$ cat config.mk
export PLATFORM = sky130hd
export DESIGN_NAME = hbs_top
export DESIGN_NICKNAME = d
export VERILOG_FILES = /design/src/core/hbs_pkg.sv /design/src/core/hbs_top.sv /design/src/core/hbs_ms_timer.sv
export SDC_FILE = /design/constraint.sdc
export NUM_CORES = 1
export LEC_CHECK = 0
export ABC_CLOCK_PERIOD_IN_PS = 5600
export BUFFER_PORTS_ARGS = -buffer_cell sky130_fd_sc_hd__buf_4
export CAP_MARGIN = 10
export CORE_ASPECT_RATIO = 1.1
export CORE_MARGIN = 10
export CORE_UTILIZATION = 60
export CTS_BUF_LIST = sky130_fd_sc_hd__clkbuf_4
export DETAILED_ROUTE_END_ITERATION = 12
export GPL_TIMING_DRIVEN = 1
export PLACE_DENSITY = 0.83
export SLEW_MARGIN = 40
export SYNTH_ARGS = -nofsm -noshare
export SYNTH_HDL_FRONTEND = slang
export SYNTH_HIERARCHICAL = 1
export SYNTH_SLANG_ARGS = --single-unit
$ cat constraint.sdc
create_clock -name clk_sys -period 5.6 [get_ports clk_sys]
set_clock_uncertainty 0.2 [all_clocks]
set_input_delay 1.12 -clock clk_sys [delete_from_list [all_inputs] [get_ports clk_sys]]
set_output_delay 1.12 -clock clk_sys [all_outputs]
set_load 0.03 [all_outputs]
$ cat src/core/hbs_pkg.sv
package hbs_pkg;
  // System clock rate and the millisecond time base derived from it.
  localparam int unsigned CLK_HZ = 100_000_000;
  localparam int unsigned MS_PER_S = 1000;
  localparam int unsigned TICK_CYCLES = CLK_HZ / MS_PER_S;
  // Default delays in their own units.
  localparam int unsigned RUN_DELAY_MS = 0;
  localparam int unsigned STOP_DELAY_MS = 0;
  localparam int unsigned IDLE_TIME_S = 1;
  localparam int unsigned IDLE_TIME_MS = IDLE_TIME_S * MS_PER_S;
  // Default standstill threshold on measured speed magnitude.
  localparam logic [15:0] ZERO_SPEED_DEF = 16'h0010;
  // Register byte offsets.
  localparam logic [7:0] OFS_CTRL = 8'h00;
  localparam logic [7:0] OFS_RUN_DLY = 8'h04;
  localparam logic [7:0] OFS_STOP_DLY = 8'h08;
  localparam logic [7:0] OFS_IDLE = 8'h0c;
  localparam logic [7:0] OFS_ZTHR = 8'h10;
  localparam logic [7:0] OFS_STATUS = 8'h14;
  // Control register fields.
  localparam int unsigned CTRL_ENABLE = 0;
  localparam int unsigned CTRL_TORQUE = 1;
  localparam int unsigned CTRL_AUTO = 2;
  localparam logic [2:0] CTRL_RESET = 3'h4;
  // Sequencer states, one-hot.
  typedef enum logic [5:0] {
    HBS_OFF = 6'h01,
    HBS_RELEASE = 6'h02,
    HBS_RUN = 6'h04,
    HBS_STOPPING = 6'h08,
    HBS_ENGAGE = 6'h10,
    HBS_AUTO = 6'h20
  } hbs_state_e;
endpackage

$ cat src/core/hbs_top.sv
`timescale 1ns/1ns
module hbs_top
  import hbs_pkg::*;
#(
  parameter int unsigned DW = 16,
  parameter int unsigned TICK_DIV = TICK_CYCLES
)
(
  input wire logic clk_sys,
  input wire logic rst,
  input wire logic psel,
  input wire logic penable,
  input wire logic pwrite,
  input wire logic [7:0] paddr,
  input wire logic [31:0] pwdata,
  output logic [31:0] prdata,
  output logic pready,
  output logic pslverr,
  input wire logic signed [DW-1:0] speed_cmd,
  input wire logic signed [DW-1:0] speed_act,
  input wire logic pos_start,
  output logic signed [DW-1:0] speed_out,
  output logic pos_start_out,
  output logic hold_position,
  output logic brake_release,
  output logic stage_enable,
  output logic drive_enabled
);
  logic [2:0] ctrl_q; // Enable, torque mode, automatic brake on.
  logic [15:0] run_dly_q; // Release delay in ms.
  logic [15:0] stop_dly_q; // Engage delay in ms.
  logic [15:0] idle_q; // Idle time in ms.
  logic [DW-1:0] zthr_q; // Standstill threshold.
  hbs_state_e state_q;
  hbs_state_e state_d;
  logic [31:0] div_q; // Millisecond prescaler.
  logic tick;
  logic still;
  logic run_done;
  logic stop_done;
  logic idle_done;
  logic en;
  logic torque;
  logic apb_wr;
  logic [31:0] rd_d;

  // Absolute value used by the standstill check.
  function automatic logic [DW-1:0] mag(input logic signed [DW-1:0] v);
    mag = v[DW-1] ? DW'(-v) : DW'(v);
  endfunction

  assign en = ctrl_q[CTRL_ENABLE];
  assign torque = ctrl_q[CTRL_TORQUE];
  assign still = mag(speed_act) <= zthr_q;

  // Zero-wait APB slave: every access completes in its first access cycle.
  assign pready = 1'b1;
  assign apb_wr = psel && penable && pwrite;

  // Register writes; unmapped offsets are refused with pslverr.
  always_ff @(posedge clk_sys)
  begin
    if (rst)
    begin
      ctrl_q <= CTRL_RESET;
      run_dly_q <= 16'(RUN_DELAY_MS);
      stop_dly_q <= 16'(STOP_DELAY_MS);
      idle_q <= 16'(IDLE_TIME_MS);
      zthr_q <= DW'(ZERO_SPEED_DEF);
    end
    else if (apb_wr)
    begin
      unique case (paddr)
        OFS_CTRL: ctrl_q <= pwdata[2:0];
        OFS_RUN_DLY: run_dly_q <= pwdata[15:0];
        OFS_STOP_DLY: stop_dly_q <= pwdata[15:0];
        OFS_IDLE: idle_q <= pwdata[15:0];
        OFS_ZTHR: zthr_q <= pwdata[DW-1:0];
        default: ;
      endcase
    end
  end

  // Read multiplexer; status shows state, brake and stage.
  always_comb
  begin
    rd_d = 32'h0;
    unique case (paddr)
      OFS_CTRL: rd_d = {29'h0, ctrl_q};
      OFS_RUN_DLY: rd_d = {16'h0, run_dly_q};
      OFS_STOP_DLY: rd_d = {16'h0, stop_dly_q};
      OFS_IDLE: rd_d = {16'h0, idle_q};
      OFS_ZTHR: rd_d = 32'(zthr_q);
      OFS_STATUS: rd_d = {23'h0, drive_enabled, stage_enable,
                          brake_release, state_q};
      default: rd_d = 32'h0;
    endcase
  end

  always_ff @(posedge clk_sys)
  begin
    if (rst)
    begin
      prdata <= 32'h0;
      pslverr <= 1'b0;
    end
    else
    begin
      prdata <= rd_d;
      pslverr <= psel && !penable &&
                 (paddr > OFS_STATUS || paddr[1:0] != 2'b00);
    end
  end

  // Millisecond time base from the system clock.
  always_ff @(posedge clk_sys)
  begin
    if (rst || div_q == TICK_DIV - 1)
    begin
      div_q <= 32'h0;
    end
    else
    begin
      div_q <= div_q + 32'h1;
    end
  end
  assign tick = (div_q == TICK_DIV - 1);

  // Release delay, armed only while releasing.
  hbs_ms_timer #(.W(16)) u_run (
    .clk_sys(clk_sys), .rst(rst), .run(state_q == HBS_RELEASE),
    .tick(tick), .limit(run_dly_q), .done(run_done));
  // Engage delay, armed only while the brake closes.
  hbs_ms_timer #(.W(16)) u_stop (
    .clk_sys(clk_sys), .rst(rst), .run(state_q == HBS_ENGAGE),
    .tick(tick), .limit(stop_dly_q), .done(stop_done));
  // Idle timer; any motion or start restarts it.
  hbs_ms_timer #(.W(16)) u_idle (
    .clk_sys(clk_sys), .rst(rst),
    .run(state_q == HBS_RUN && still && !pos_start && !torque &&
         ctrl_q[CTRL_AUTO]),
    .tick(tick), .limit(idle_q), .done(idle_done));

  // Sequencer next state.
  always_comb
  begin
    state_d = state_q;
    unique case (state_q)
      HBS_OFF:
        if (en)
        begin
          state_d = torque ? HBS_RUN : HBS_RELEASE;
        end
      HBS_RELEASE:
        if (!en)
        begin
          state_d = HBS_STOPPING;
        end
        else if (run_done)
        begin
          state_d = HBS_RUN;
        end
      HBS_RUN:
        if (!en)
        begin
          state_d = torque ? HBS_OFF : HBS_STOPPING;
        end
        else if (idle_done)
        begin
          state_d = HBS_AUTO;
        end
      HBS_STOPPING:
        if (still)
        begin
          state_d = HBS_ENGAGE;
        end
      HBS_ENGAGE:
        if (stop_done)
        begin
          state_d = HBS_OFF;
        end
      HBS_AUTO:
        if (!en)
        begin
          state_d = HBS_OFF;
        end
        else if (pos_start)
        begin
          state_d = HBS_RELEASE;
        end
      default: state_d = HBS_OFF;
    endcase
  end

  always_ff @(posedge clk_sys)
  begin
    if (rst)
    begin
      state_q <= HBS_OFF;
    end
    else
    begin
      state_q <= state_d;
    end
  end

  // Drive outputs registered from the next state, except pos_start_out from the current one.
  always_ff @(posedge clk_sys)
  begin
    if (rst)
    begin
      brake_release <= 1'b0;
      stage_enable <= 1'b0;
      drive_enabled <= 1'b0;
      hold_position <= 1'b0;
      speed_out <= '0;
      pos_start_out <= 1'b0;
    end
    else
    begin
      // Brake stays open until standstill in speed mode; a torque-mode disable closes it at once.
      brake_release <= state_d inside {HBS_RELEASE, HBS_RUN,
                                       HBS_STOPPING};
      stage_enable <= state_d inside {HBS_RELEASE, HBS_RUN,
                                      HBS_STOPPING, HBS_ENGAGE};
      // Status stays enabled through the automatic brake.
      drive_enabled <= state_d != HBS_OFF && state_d != HBS_ENGAGE;
      hold_position <= state_d == HBS_ENGAGE;
      // Setpoint passes only when running; zero elsewhere.
      speed_out <= (state_d == HBS_RUN) ? speed_cmd : '0;
      // Starts are swallowed until the release delay has passed.
      pos_start_out <= state_q == HBS_RUN && pos_start;
    end
  end
endmodule

$ cat src/core/hbs_ms_timer.sv
`timescale 1ns/1ns
// Millisecond delay counter: counts while run is high, restarts when low.
module hbs_ms_timer
  import hbs_pkg::*;
#(
  parameter int unsigned W = 16
)
(
  input wire logic clk_sys,
  input wire logic rst,
  input wire logic run,
  input wire logic tick,
  input wire logic [W-1:0] limit,
  output logic done
);
  logic [W-1:0] cnt_q; // Elapsed milliseconds.

  // Count ticks while armed; losing the trigger restarts the count.
  always_ff @(posedge clk_sys)
  begin
    if (rst || !run)
    begin
      cnt_q <= '0;
    end
    else if (tick && cnt_q != limit)
    begin
      cnt_q <= cnt_q + 1'b1;
    end
  end

  // A zero limit expires at once, which is the zero-delay default.
  assign done = run && (cnt_q == limit);
endmodule

Word level (Yosys, flattened, before mapping):

Index checks and enable logic that the tools add are counted.

* shifts and indexed selects: 0
* div/mod/pow operators: 0
* bitwise gates (word level): 1
* add/sub/neg operators: 5
* mux-type cells: 14
* reductions and logical operators: 37
* magnitude comparators: 2
* multiply operators: 0
* equality and inequality tests: 24

Operators with widths (count)
* 16-bit one-hot mux with 6 select lines: 1
* 6-bit two-way mux: 9
* 16-bit by 1-bit adder with 16-bit output, second input constant: 3
* 16-bit == test: 3
* 16-bit inequality test: 3
* 6-bit one-hot mux with 6 select lines: 1
* 32-bit by 1-bit adder with 32-bit output, second input constant: 1
* 32-bit by 17-bit == test with 1-bit output, second input constant: 1
* 8-bit by 4-bit == test with 1-bit output, second input constant: 2
* 8-bit by 5-bit == test with 1-bit output, second input constant: 2
* 16-bit <= comparator: 1
* 1-bit logical AND: 16
* 16-bit two-way mux: 1
* 16-bit negation: 1
* 6-bit by 2-bit == test with 1-bit output, second input constant: 2
* 6-bit by 3-bit == test with 1-bit output, second input constant: 2
* 6-bit by 4-bit == test with 1-bit output, second input constant: 2
* 6-bit by 5-bit == test with 1-bit output, second input constant: 2
* 2-bit AND reduction: 5
* 8-bit by 3-bit == test with 1-bit output, second input constant: 1
* 8-bit by 5-bit greater-than comparator with 1-bit output, second input constant: 1
* 8-bit zero test: 1
* 6-bit by 1-bit == test with 1-bit output, second input constant: 1
* 6-bit == test, second input constant: 1
* 11 further kinds: 20

* register bits after elaboration: 207
* bits of input ports: 78
* output and inout bits: 55
* memory bits (writable): 0
* memory bits (read-only): 0
* latch bits: 0
* logic and storage cells: 101
* memories: 0

Depth between registers and ports, before layout:

Gate-level depths: netlist of run 1.

* depth in word-level cells: 14
* gate-level depth with buffers: 19
* mapped depth without buffers: 18

Modules after synthesis:

The synthesis of run 1 kept the hierarchy.

Modules (own cells, without submodules)
* hbs_top: cells an instance 757, times used 1, area an instance 6537.5 um^2, seq. area each 2862.7 um^2
* hbs_ms_timer: cells an instance 120, times used 3, area an instance 998.5 um^2, seq. area each 320.3 um^2

Least setup slack after synthesis of run 1:

OpenSTA, ideal clock, no wires.

* path type: input -> register
* start: input port speed_act[3]
* end: register speed_out[10]
* stages on the path: 19
* setup time: 0.059 ns
* setup slack: 0.902 ns
* data required time: 5.341 ns
* path buffers: 1
* arrival time: 4.440 ns
* cells stage by stage: or3_1 > nor2_1 > nand2_1 > or2_2 > o41ai_1 > xnor2_1 > ha_1 > nand4_1 > nor4_1 > o21ai_0 > nand4_1 > nand2_1 > and4b_1 > and2_1 > nor2_1 > a21oi_1 > a21oi_2 > buf_4 > and2_1

* word-level cells in the longest chain between the ends: 14
* elaborated cells on any way between the ends: 15
* those cells by class: add/sub (1); order compare (1); eq/ne (1); mux (5); bitwise (1); reduce/logical (6)

Ends and longest elaborated chain
* start, declared: line hbs_top.sv:20 `input wire logic signed [DW-1:0] speed_act,`
* 16-bit negation: line hbs_top.sv:49 `mag = v[DW-1] ? DW'(-v) : DW'(v);`
* 16-bit two-way mux *: line hbs_top.sv:49
* 16-bit <= comparator *: line hbs_top.sv:54 `assign still = mag(speed_act) <= zthr_q;`
* 1-bit logical AND * (4 in a row): line hbs_top.sv:140 `.run(state_q == HBS_RUN && still && !pos_start && !torque &&`
* 1-bit logical AND *: line hbs_ms_timer.sv:32 `assign done = run && (cnt_q == limit);`
* named net idle_done: line hbs_top.sv:41 `logic idle_done;`
* 6-bit two-way mux *: line hbs_top.sv:168 `else if (idle_done)`
* 6-bit two-way mux *: line hbs_top.sv:164 `if (!en)`
* 6-bit one-hot mux with 6 select lines *: line hbs_top.sv:148 `unique case (state_q)`
* 6-bit by 3-bit == test with 1-bit output *: line hbs_top.sv:230 `speed_out <= (state_d == HBS_RUN) ? speed_cmd : '0;`
* 1-bit NOT (no line) *
* 2-bit OR reduction (no line) *
* end signal, assigned: line hbs_top.sv:230
* end, declared: line hbs_top.sv:22 `output logic signed [DW-1:0] speed_out,`

Mark *: on every way through the listed nets, which the timed path passes. The rest lies on a longest branch.
A chain may end at the register's enable or synchronous reset.

Worst setup path in the final report of run 1:

* start: input port speed_act[3]
* end: register speed_out[13]

Same word-level chain as after synthesis.

==> results of run 1 <==
[cells in the final DEF, fill, tap and decap left out, types with 18 or more instances in the layout]
| cell | Yosys | layout |
|---|---|---|
| sky130_fd_sc_hd__xor2_1 | 24 | 24 |
| sky130_fd_sc_hd__nor2_1 | 90 | 90 |
| sky130_fd_sc_hd__nand3_1 | 29 | 29 |
| sky130_fd_sc_hd__mux2i_1 | 41 | 41 |
| sky130_fd_sc_hd__clkbuf_4 | 0 | 18 |
| sky130_fd_sc_hd__xnor2_1 | 68 | 68 |
| sky130_fd_sc_hd__buf_4 | 22 | 108 |
| sky130_fd_sc_hd__or4_1 | 27 | 27 |
| sky130_fd_sc_hd__and2_1 | 26 | 26 |
| sky130_fd_sc_hd__inv_1 | 25 | 25 |
| sky130_fd_sc_hd__o31ai_1 | 18 | 18 |
| sky130_fd_sc_hd__nand4_1 | 34 | 34 |
| sky130_fd_sc_hd__a21oi_1 | 83 | 83 |
| sky130_fd_sc_hd__dfxtp_1 | 191 | 191 |
| sky130_fd_sc_hd__o21ai_0 | 32 | 32 |
| sky130_fd_sc_hd__nand2_1 | 158 | 158 |
| sky130_fd_sc_hd__ha_1 | 21 | 21 |
[report_power, final]
group,switching (uW),leakage [uW],internal [uW]
clock network,487,0.000153,279
logic,84.5,0.00204,57.5
registers,1.84,0.00154,1360
[through the flow]
stage	area, um2	util, %	instances	power, uW
floorplan	9590	-	1132	1480
global placement	10200	65.3	1362	1530
detailed placement	10200	65.3	1362	1530
CTS	10500	67.1	1393	2280
global route	10500	67.2	1394	2350
finish	10500	67.2	1394	2270
[per-layer routing]
metal	vias up	wire length, um
met1	3920	10500
met3	56	2080
li1	4042	-
met2	378	11600
met5	-	0
met4	0	744
[state kept, by name, summed over array words and instances, names as in the netlist]
| name | cells |
|---|---|
| div_q | 32 |
| idle_q | 16 |
| run_dly_q | 16 |
| prdata | 16 |
| zthr_q | 16 |
| ctrl_q | 3 |
| stage_enable | 1 |
| speed_out | 16 |
| hold_position | 1 |
| u_run/cnt_q | 16 |
| stop_dly_q | 16 |
| u_stop/cnt_q | 16 |
| u_idle/cnt_q | 16 |
| pos_start_out | 1 |
| drive_enabled | 1 |
| state_q | 6 |
| brake_release | 1 |
| pslverr | 1 |
[cells by family after synthesis]
logic type,after synthesis
xor gates and xnor gates,92
adders and majority gates,21
other,2
AOI/OAI and AO/OA,184
muxes,43
DFF,191
and+or+nand+nor,480
buffers and inverters,104
[how the worst min path moves through the flow]
| stage | from | end | slack (ns) | depth (start not counted) |
|---|---|---|---|---|
| 6_report | div_q[0]$_SDFF_PP0_ | div_q[0]$_SDFF_PP0_ | 0.26 | 1 |
| 3_5_place_dp | div_q[0]$_SDFF_PP0_ | div_q[0]$_SDFF_PP0_ | 0.23 | 1 |
| 2_1_floorplan | div_q[0]$_SDFF_PP0_ | div_q[0]$_SDFF_PP0_ | 0.21 | 1 |
| 4_1_cts | div_q[0]$_SDFF_PP0_ | div_q[0]$_SDFF_PP0_ | 0.26 | 1 |
| 5_1_grt | div_q[0]$_SDFF_PP0_ | div_q[0]$_SDFF_PP0_ | 0.31 | 1 |
| 3_3_place_gp | div_q[0]$_SDFF_PP0_ | div_q[0]$_SDFF_PP0_ | 0.23 | 1 |
[worst max-delay path, stage by stage]
cell and delay [ns]:
sky130_fd_sc_hd__buf_4 0.12, sky130_fd_sc_hd__or3_1 0.38, sky130_fd_sc_hd__nor2_1 0.13, sky130_fd_sc_hd__nand2_1 0.08, sky130_fd_sc_hd__or2_2 0.31, sky130_fd_sc_hd__o41ai_1 0.39
sky130_fd_sc_hd__xnor2_1 0.13, sky130_fd_sc_hd__ha_1 0.31, sky130_fd_sc_hd__nand4_1 0.19, sky130_fd_sc_hd__nor4_1 0.46, sky130_fd_sc_hd__o21ai_0 0.17, sky130_fd_sc_hd__nand4_1 0.18
sky130_fd_sc_hd__nand2_1 0.08, sky130_fd_sc_hd__and4b_1 0.24, sky130_fd_sc_hd__and2_1 0.19, sky130_fd_sc_hd__nor2_1 0.11, sky130_fd_sc_hd__a21oi_1 0.06, sky130_fd_sc_hd__a21oi_2 0.12
sky130_fd_sc_hd__buf_4 0.19, sky130_fd_sc_hd__and2_1 0.14
[layout make-up]
class                   instances  area (um2)
multi-input cells             837        5260
fillers                      1288        5140
flip-flops and latches        191        3820
repair buffers                109         822
well taps                     200         250
clock inverters                13         150
clock buffers                  18         135
inverters                      25        93.8
diodes                          1        2.50
==> out/qor.txt, run 1 <==
====================================================================================
Cells taking the most area after synthesis                              sky130_fd_sc_hd__dfxtp_1 40%, sky130_fd_sc_hd__xnor2_1 6.2%, sky130_fd_sc_hd__nand2_1 6.2%
Synth top cells by count                                                191 x sky130_fd_sc_hd__dfxtp_1, 158 x sky130_fd_sc_hd__nand2_1, 90 x sky130_fd_sc_hd__nor2_1
Via count of the first global-routing pass                                      7881
LEAKAGE                                                                   0.00373 uW
Post-synthesis compound-gate area fraction                                     12.0%
Post-synth cell types                                                             62
Post-Synth Simple-Gate Area                                                    26.3%
Synthesis warning total                                                            6
CTS Sinks                                                                        191
Starting density of the core                                                   60.8%
Total power divided by cell area                                          216 nW/um2
I/O Pins                                                                         133
Count of input and output buffers                                                 99
Routing layer with the top usage in global route                                met2
Number of slew-limit violations in the final report                                0
Drt first pass iters                                                               6
Synth Cell Area                                                             9530 um2
Syn Inst Count                                                                  1117
Clock Path Buffers                                                                 2
Post-synth top area share                                                      40.1%
TritonCTS clock tree                                                             yes
Number of gates resized after cts                                                  0
PnR worst setup slack                                                       0.822 ns
Met1 GRT Util                                                                  28.9%
Reg2reg setup slack                                                          2.34 ns
Total CTS buffers                                                                 17
Most used flip-flop cell after synthesis                                sky130_fd_sc_hd__dfxtp_1
Cell at the root of the clock tree                                      sky130_fd_sc_hd__clkbuf_4
Die Footprint                                                              21300 um2
Startpoint of the most critical setup path                              speed_act[3]
Clk pin slew, worst setup/hold paths                                         0.15 ns
Number of enable flip-flop cells after synthesis                                   0
Maximum number of pins on one net before global-route repair                      87
Worst IR Drop VDD                                                         0.000167 V
M2 GR Usage                                                                    35.6%
Synthesized-area fraction occupied by adder cells                              2.76%
Share of the synthesized netlist area taken by xor and xnor gates              8.45%
Data arrival, critical path                                                  5.10 ns
Start-to-end type of the worst setup path                                  in -> reg
Required time worst endpoint                                                 5.92 ns
Hold bufs inserted after CTS                                                       0
Number of antenna violations at the first check in global routing                  1
Rows                                                                              48
Mux cell area share after synthesis                                            4.54%
Post-synth ARST share                                                             0%
Level count of the clock H-tree                                                    4
Peak Freq                                                                    209 MHz
Result of the run                                                          completed
Ratio of cells with drive above 1 in the final layout                          13.8%
Crit Reg-Reg Startpoint                                                 div_q[21]$_SDFF_PP0_
Synthesized area divided by synthesized cell count                          8.53 um2
Seq/Total Area, Yosys                                                          40.1%
Aggregate global-route resource usage                                          22.7%
Worst setup path end                                                    speed_out[13]$_SDFF_PP0_
Setup repair after global routing missed its margin                            false
Final min period                                                             4.78 ns
Post-route ant nets                                                                0
Worst R2R Path Depth                                                               9
Skew-Pair Late Insertion Delay                                               0.58 ns
Global routing usage on met3                                                   6.23%
Area growth, synth to finish                                                   10.5%
Per-cell routed wire length                                                  17.9 um
Slew of the pin with the lowest slew margin                                 0.854 ns
Weighted congestion at the end of routability-driven global placement          0.872
Post-DP HPWL                                                                18500 um
Iteration-0 DRC Markers                                                         1006
Final #Nets                                                                     1280
Setup fix buffers added after clock tree synthesis                                 0
Post-Place Worst Slack                                                      0.254 ns
Max_cap viols                                                                      0
First-pass GRT wire length                                                  40500 um
Final hold vios                                                                    0
Vertical die dimension                                                        152 um
Final Setup Violations                                                             0
Total DRC errors in the routed layout                                              0
Most frequent cell after synthesis                                      sky130_fd_sc_hd__dfxtp_1
CP endpoint kind                                                           flip-flop
Vias per Instance                                                               6.02
Die Span X                                                                    140 um
Dominant combinational cell family by area after synthesis              simple AND/OR/NAND/NOR gates
Worst slack on hold paths                                                   0.262 ns
Post-route setup TNS                                                            0 ns
Worst reg2reg path endpoint                                             u_stop/cnt_q[11]$_SDFFE_PP0P_
Critical Path Source Type                                               primary input
Via count                                                                       8396
Class of the tightest hold or removal check                               reg -> reg
Remaining global-route overflow                                                    0
Wirelength, routed                                                          25000 um
Synthesized flop and latch total                                                 191
Critical-path maximum fanout                                                      17
Area of the placeable core                                                 15700 um2
Cell type contributing the most total cell area after synthesis         sky130_fd_sc_hd__dfxtp_1
Tcrit/Tclk final                                                               85.3%
Max-slew headroom                                                              43.1%
====================================================================================
Power figures use the tool's default switching activity.
==> run 2, diff against run 1 <==
--- a/config.mk
+++ b/config.mk
@@ -14,6 +14,7 @@
 export CTS_BUF_LIST = sky130_fd_sc_hd__clkbuf_4
 export DETAILED_ROUTE_END_ITERATION = 12
 export GPL_TIMING_DRIVEN = 1
+export MAX_ROUTING_LAYER = met4
 export PLACE_DENSITY = 0.83
 export SLEW_MARGIN = 40
 export SYNTH_ARGS = -nofsm -noshare
==> out/qor.txt, run 2 (same netlist as run 1, synthesis figures left out) <==
====================================================================================
Critical path buffers and inverters                                                2
CP endpoint kind                                                           flip-flop
LEAKAGE                                                                   0.00373 uW
Final Setup Violations                                                             0
Final hold vios                                                                    0
Iteration-0 DRC Markers                                                          982
Vertical die dimension                                                        152 um
Skew-Pair Late Insertion Delay                                               0.60 ns
Total DRC errors in the routed layout                                              0
Setup fix buffers added after clock tree synthesis                                 0
Total power divided by cell area                                          216 nW/um2
Worst IR Drop VDD                                                         0.000167 V
Die Footprint                                                              21300 um2
Tcrit/Tclk final                                                               85.1%
Worst reg2reg path endpoint                                             u_idle/cnt_q[9]$_SDFFE_PP0P_
Weighted congestion at the end of routability-driven global placement          0.886
Clk pin slew, worst setup/hold paths                                         0.15 ns
Result of the run                                                          completed
Via count of the first global-routing pass                                      7899
TritonCTS clock tree                                                             yes
Max-slew headroom                                                              42.1%
Slew of the pin with the lowest slew margin                                 0.868 ns
Wirelength, routed                                                          25000 um
Final #Nets                                                                     1280
Setup repair after global routing missed its margin                            false
Post-route setup TNS                                                            0 ns
Count of input and output buffers                                                 99
CTS Sinks                                                                        191
Peak Freq                                                                    210 MHz
Crit Reg-Reg Startpoint                                                 div_q[21]$_SDFF_PP0_
Rows                                                                              48
WHS Path Cells                                                                     1
Post-route ant nets                                                                0
Required time worst endpoint                                                 5.94 ns
Via count                                                                       8430
Ratio of cells with drive above 1 in the final layout                          13.8%
Critical path's slowest cell                                            sky130_fd_sc_hd__nor4_1
First-pass GRT wire length                                                  40400 um
Start-to-end type of the worst setup path                                  in -> reg
End point of the worst hold path                                        div_q[0]$_SDFF_PP0_
Flip-flop count of the largest register after layout                              32
Top delay family on crit path                                           simple AND/OR/NAND/NOR gates
I/O Pins                                                                         133
Drt first pass iters                                                               6
Starting density of the core                                                   60.8%
Final min period                                                             4.77 ns
Cell at the root of the clock tree                                      sky130_fd_sc_hd__clkbuf_4
Clock Path Buffers                                                                 2
Max_cap viols                                                                      0
Data arrival, critical path                                                  5.11 ns
Number of slew-limit violations in the final report                                0
Register name with the most flops                                              div_q
Level count of the clock H-tree                                                    4
Total CTS buffers                                                                 17
Per-cell routed wire length                                                  17.9 um
Maximum single-stage delay on the critical path                              0.46 ns
Remaining global-route overflow                                                    0
Commonest non-fill, non-tap cell in the layout                          sky130_fd_sc_hd__dfxtp_1
Aggregate global-route resource usage                                          23.3%
Reg2reg setup slack                                                          2.31 ns
Core occupancy in the finished layout                                          67.2%
Most used cells in the layout excluding fill and tap cells              191 x sky130_fd_sc_hd__dfxtp_1, 158 x sky130_fd_sc_hd__nand2_1, 108 x sky130_fd_sc_hd__buf_4, 90 x sky130_fd_sc_hd__nor2_1, 83 x sky130_fd_sc_hd__a21oi_1
Area of the placeable core                                                 15700 um2
Hold bufs inserted after CTS                                                       0
Area growth, synth to finish                                                   10.5%
Maximum number of pins on one net before global-route repair                      87
Die Span X                                                                    140 um
Number of gates resized after cts                                                  0
Vias per Instance                                                               6.05
Hold path start                                                         div_q[0]$_SDFF_PP0_
Post-DP HPWL                                                                18500 um
Critical-path maximum fanout                                                      17
Class of the tightest hold or removal check                               reg -> reg
Critical Path Source Type                                               primary input
Worst R2R Path Depth                                                               9
Cell area after placement                                                  10200 um2
Area of all placed cells without fillers                                   10500 um2
Number of antenna violations at the first check in global routing                  1
CP Cell Sequence                                                        buf_4, or3_1, nor2_1, nand2_1, or2_2, o41ai_1, xnor2_1, ha_1, nand4_1, nor4_1, o21ai_0, nand4_1, nand2_1, and4b_1, and2_1, nor2_1, a21oi_1, a21oi_2, buf_4, and2_1
====================================================================================
==> run 2: layer usage <==
layer	vias to the layer above	GRT usage (%)	routed length, um
met2	382	35.5	11600
met4	0	8.42	694
met3	54	4.99	1980
met1	3953	29.8	10700
li1	4041	-	-
met5	-	-	0
==> run 2: cell type report <==
cell class                 instances  area, um2
antenna                            1       2.50
clock buffer                      18        135
clock inverter                    13        150
fill                            1288       5140
inverter                          25       93.8
multi-input combinational        837       5260
sequential                       191       3820
tap                              200        250
timing repair buffer             109        822
==> run 2: where the power goes <==
| group | total [uW] | switching [uW] | internal (uW) |
|---|---|---|---|
| clock network | 770 | 491 | 279 |
| logic | 142 | 84.5 | 57.5 |
| registers | 1360 | 1.83 | 1360 |
==> run 2: worst max path at each step <==
stage	cells past startpoint	slack, ns	startpoint	end
after floorplan	19	0.90	speed_act[3]	speed_out[10]$_SDFF_PP0_
after global placement	20	0.39	speed_act[3]	speed_out[0]$_SDFF_PP0_
after detailed placement	20	0.25	speed_act[3]	speed_out[9]$_SDFF_PP0_
after CTS	20	0.88	speed_act[3]	speed_out[13]$_SDFF_PP0_
after global routing	17	0.58	speed_act[3]	brake_release$_SDFF_PP0_
final	20	0.83	speed_act[3]	speed_out[13]$_SDFF_PP0_
==> run 2: through the flow <==
step	cells	hold slack, ns	total power (uW)	setup slack [ns]
2_1_floorplan	1132	0.213	1480	0.902
3_3_place_gp	1362	0.226	1530	0.392
3_5_place_dp	1362	0.234	1530	0.254
4_1_cts	1393	0.261	2280	0.876
5_1_grt	1394	0.311	2350	0.580
6_report	1394	0.256	2280	0.832
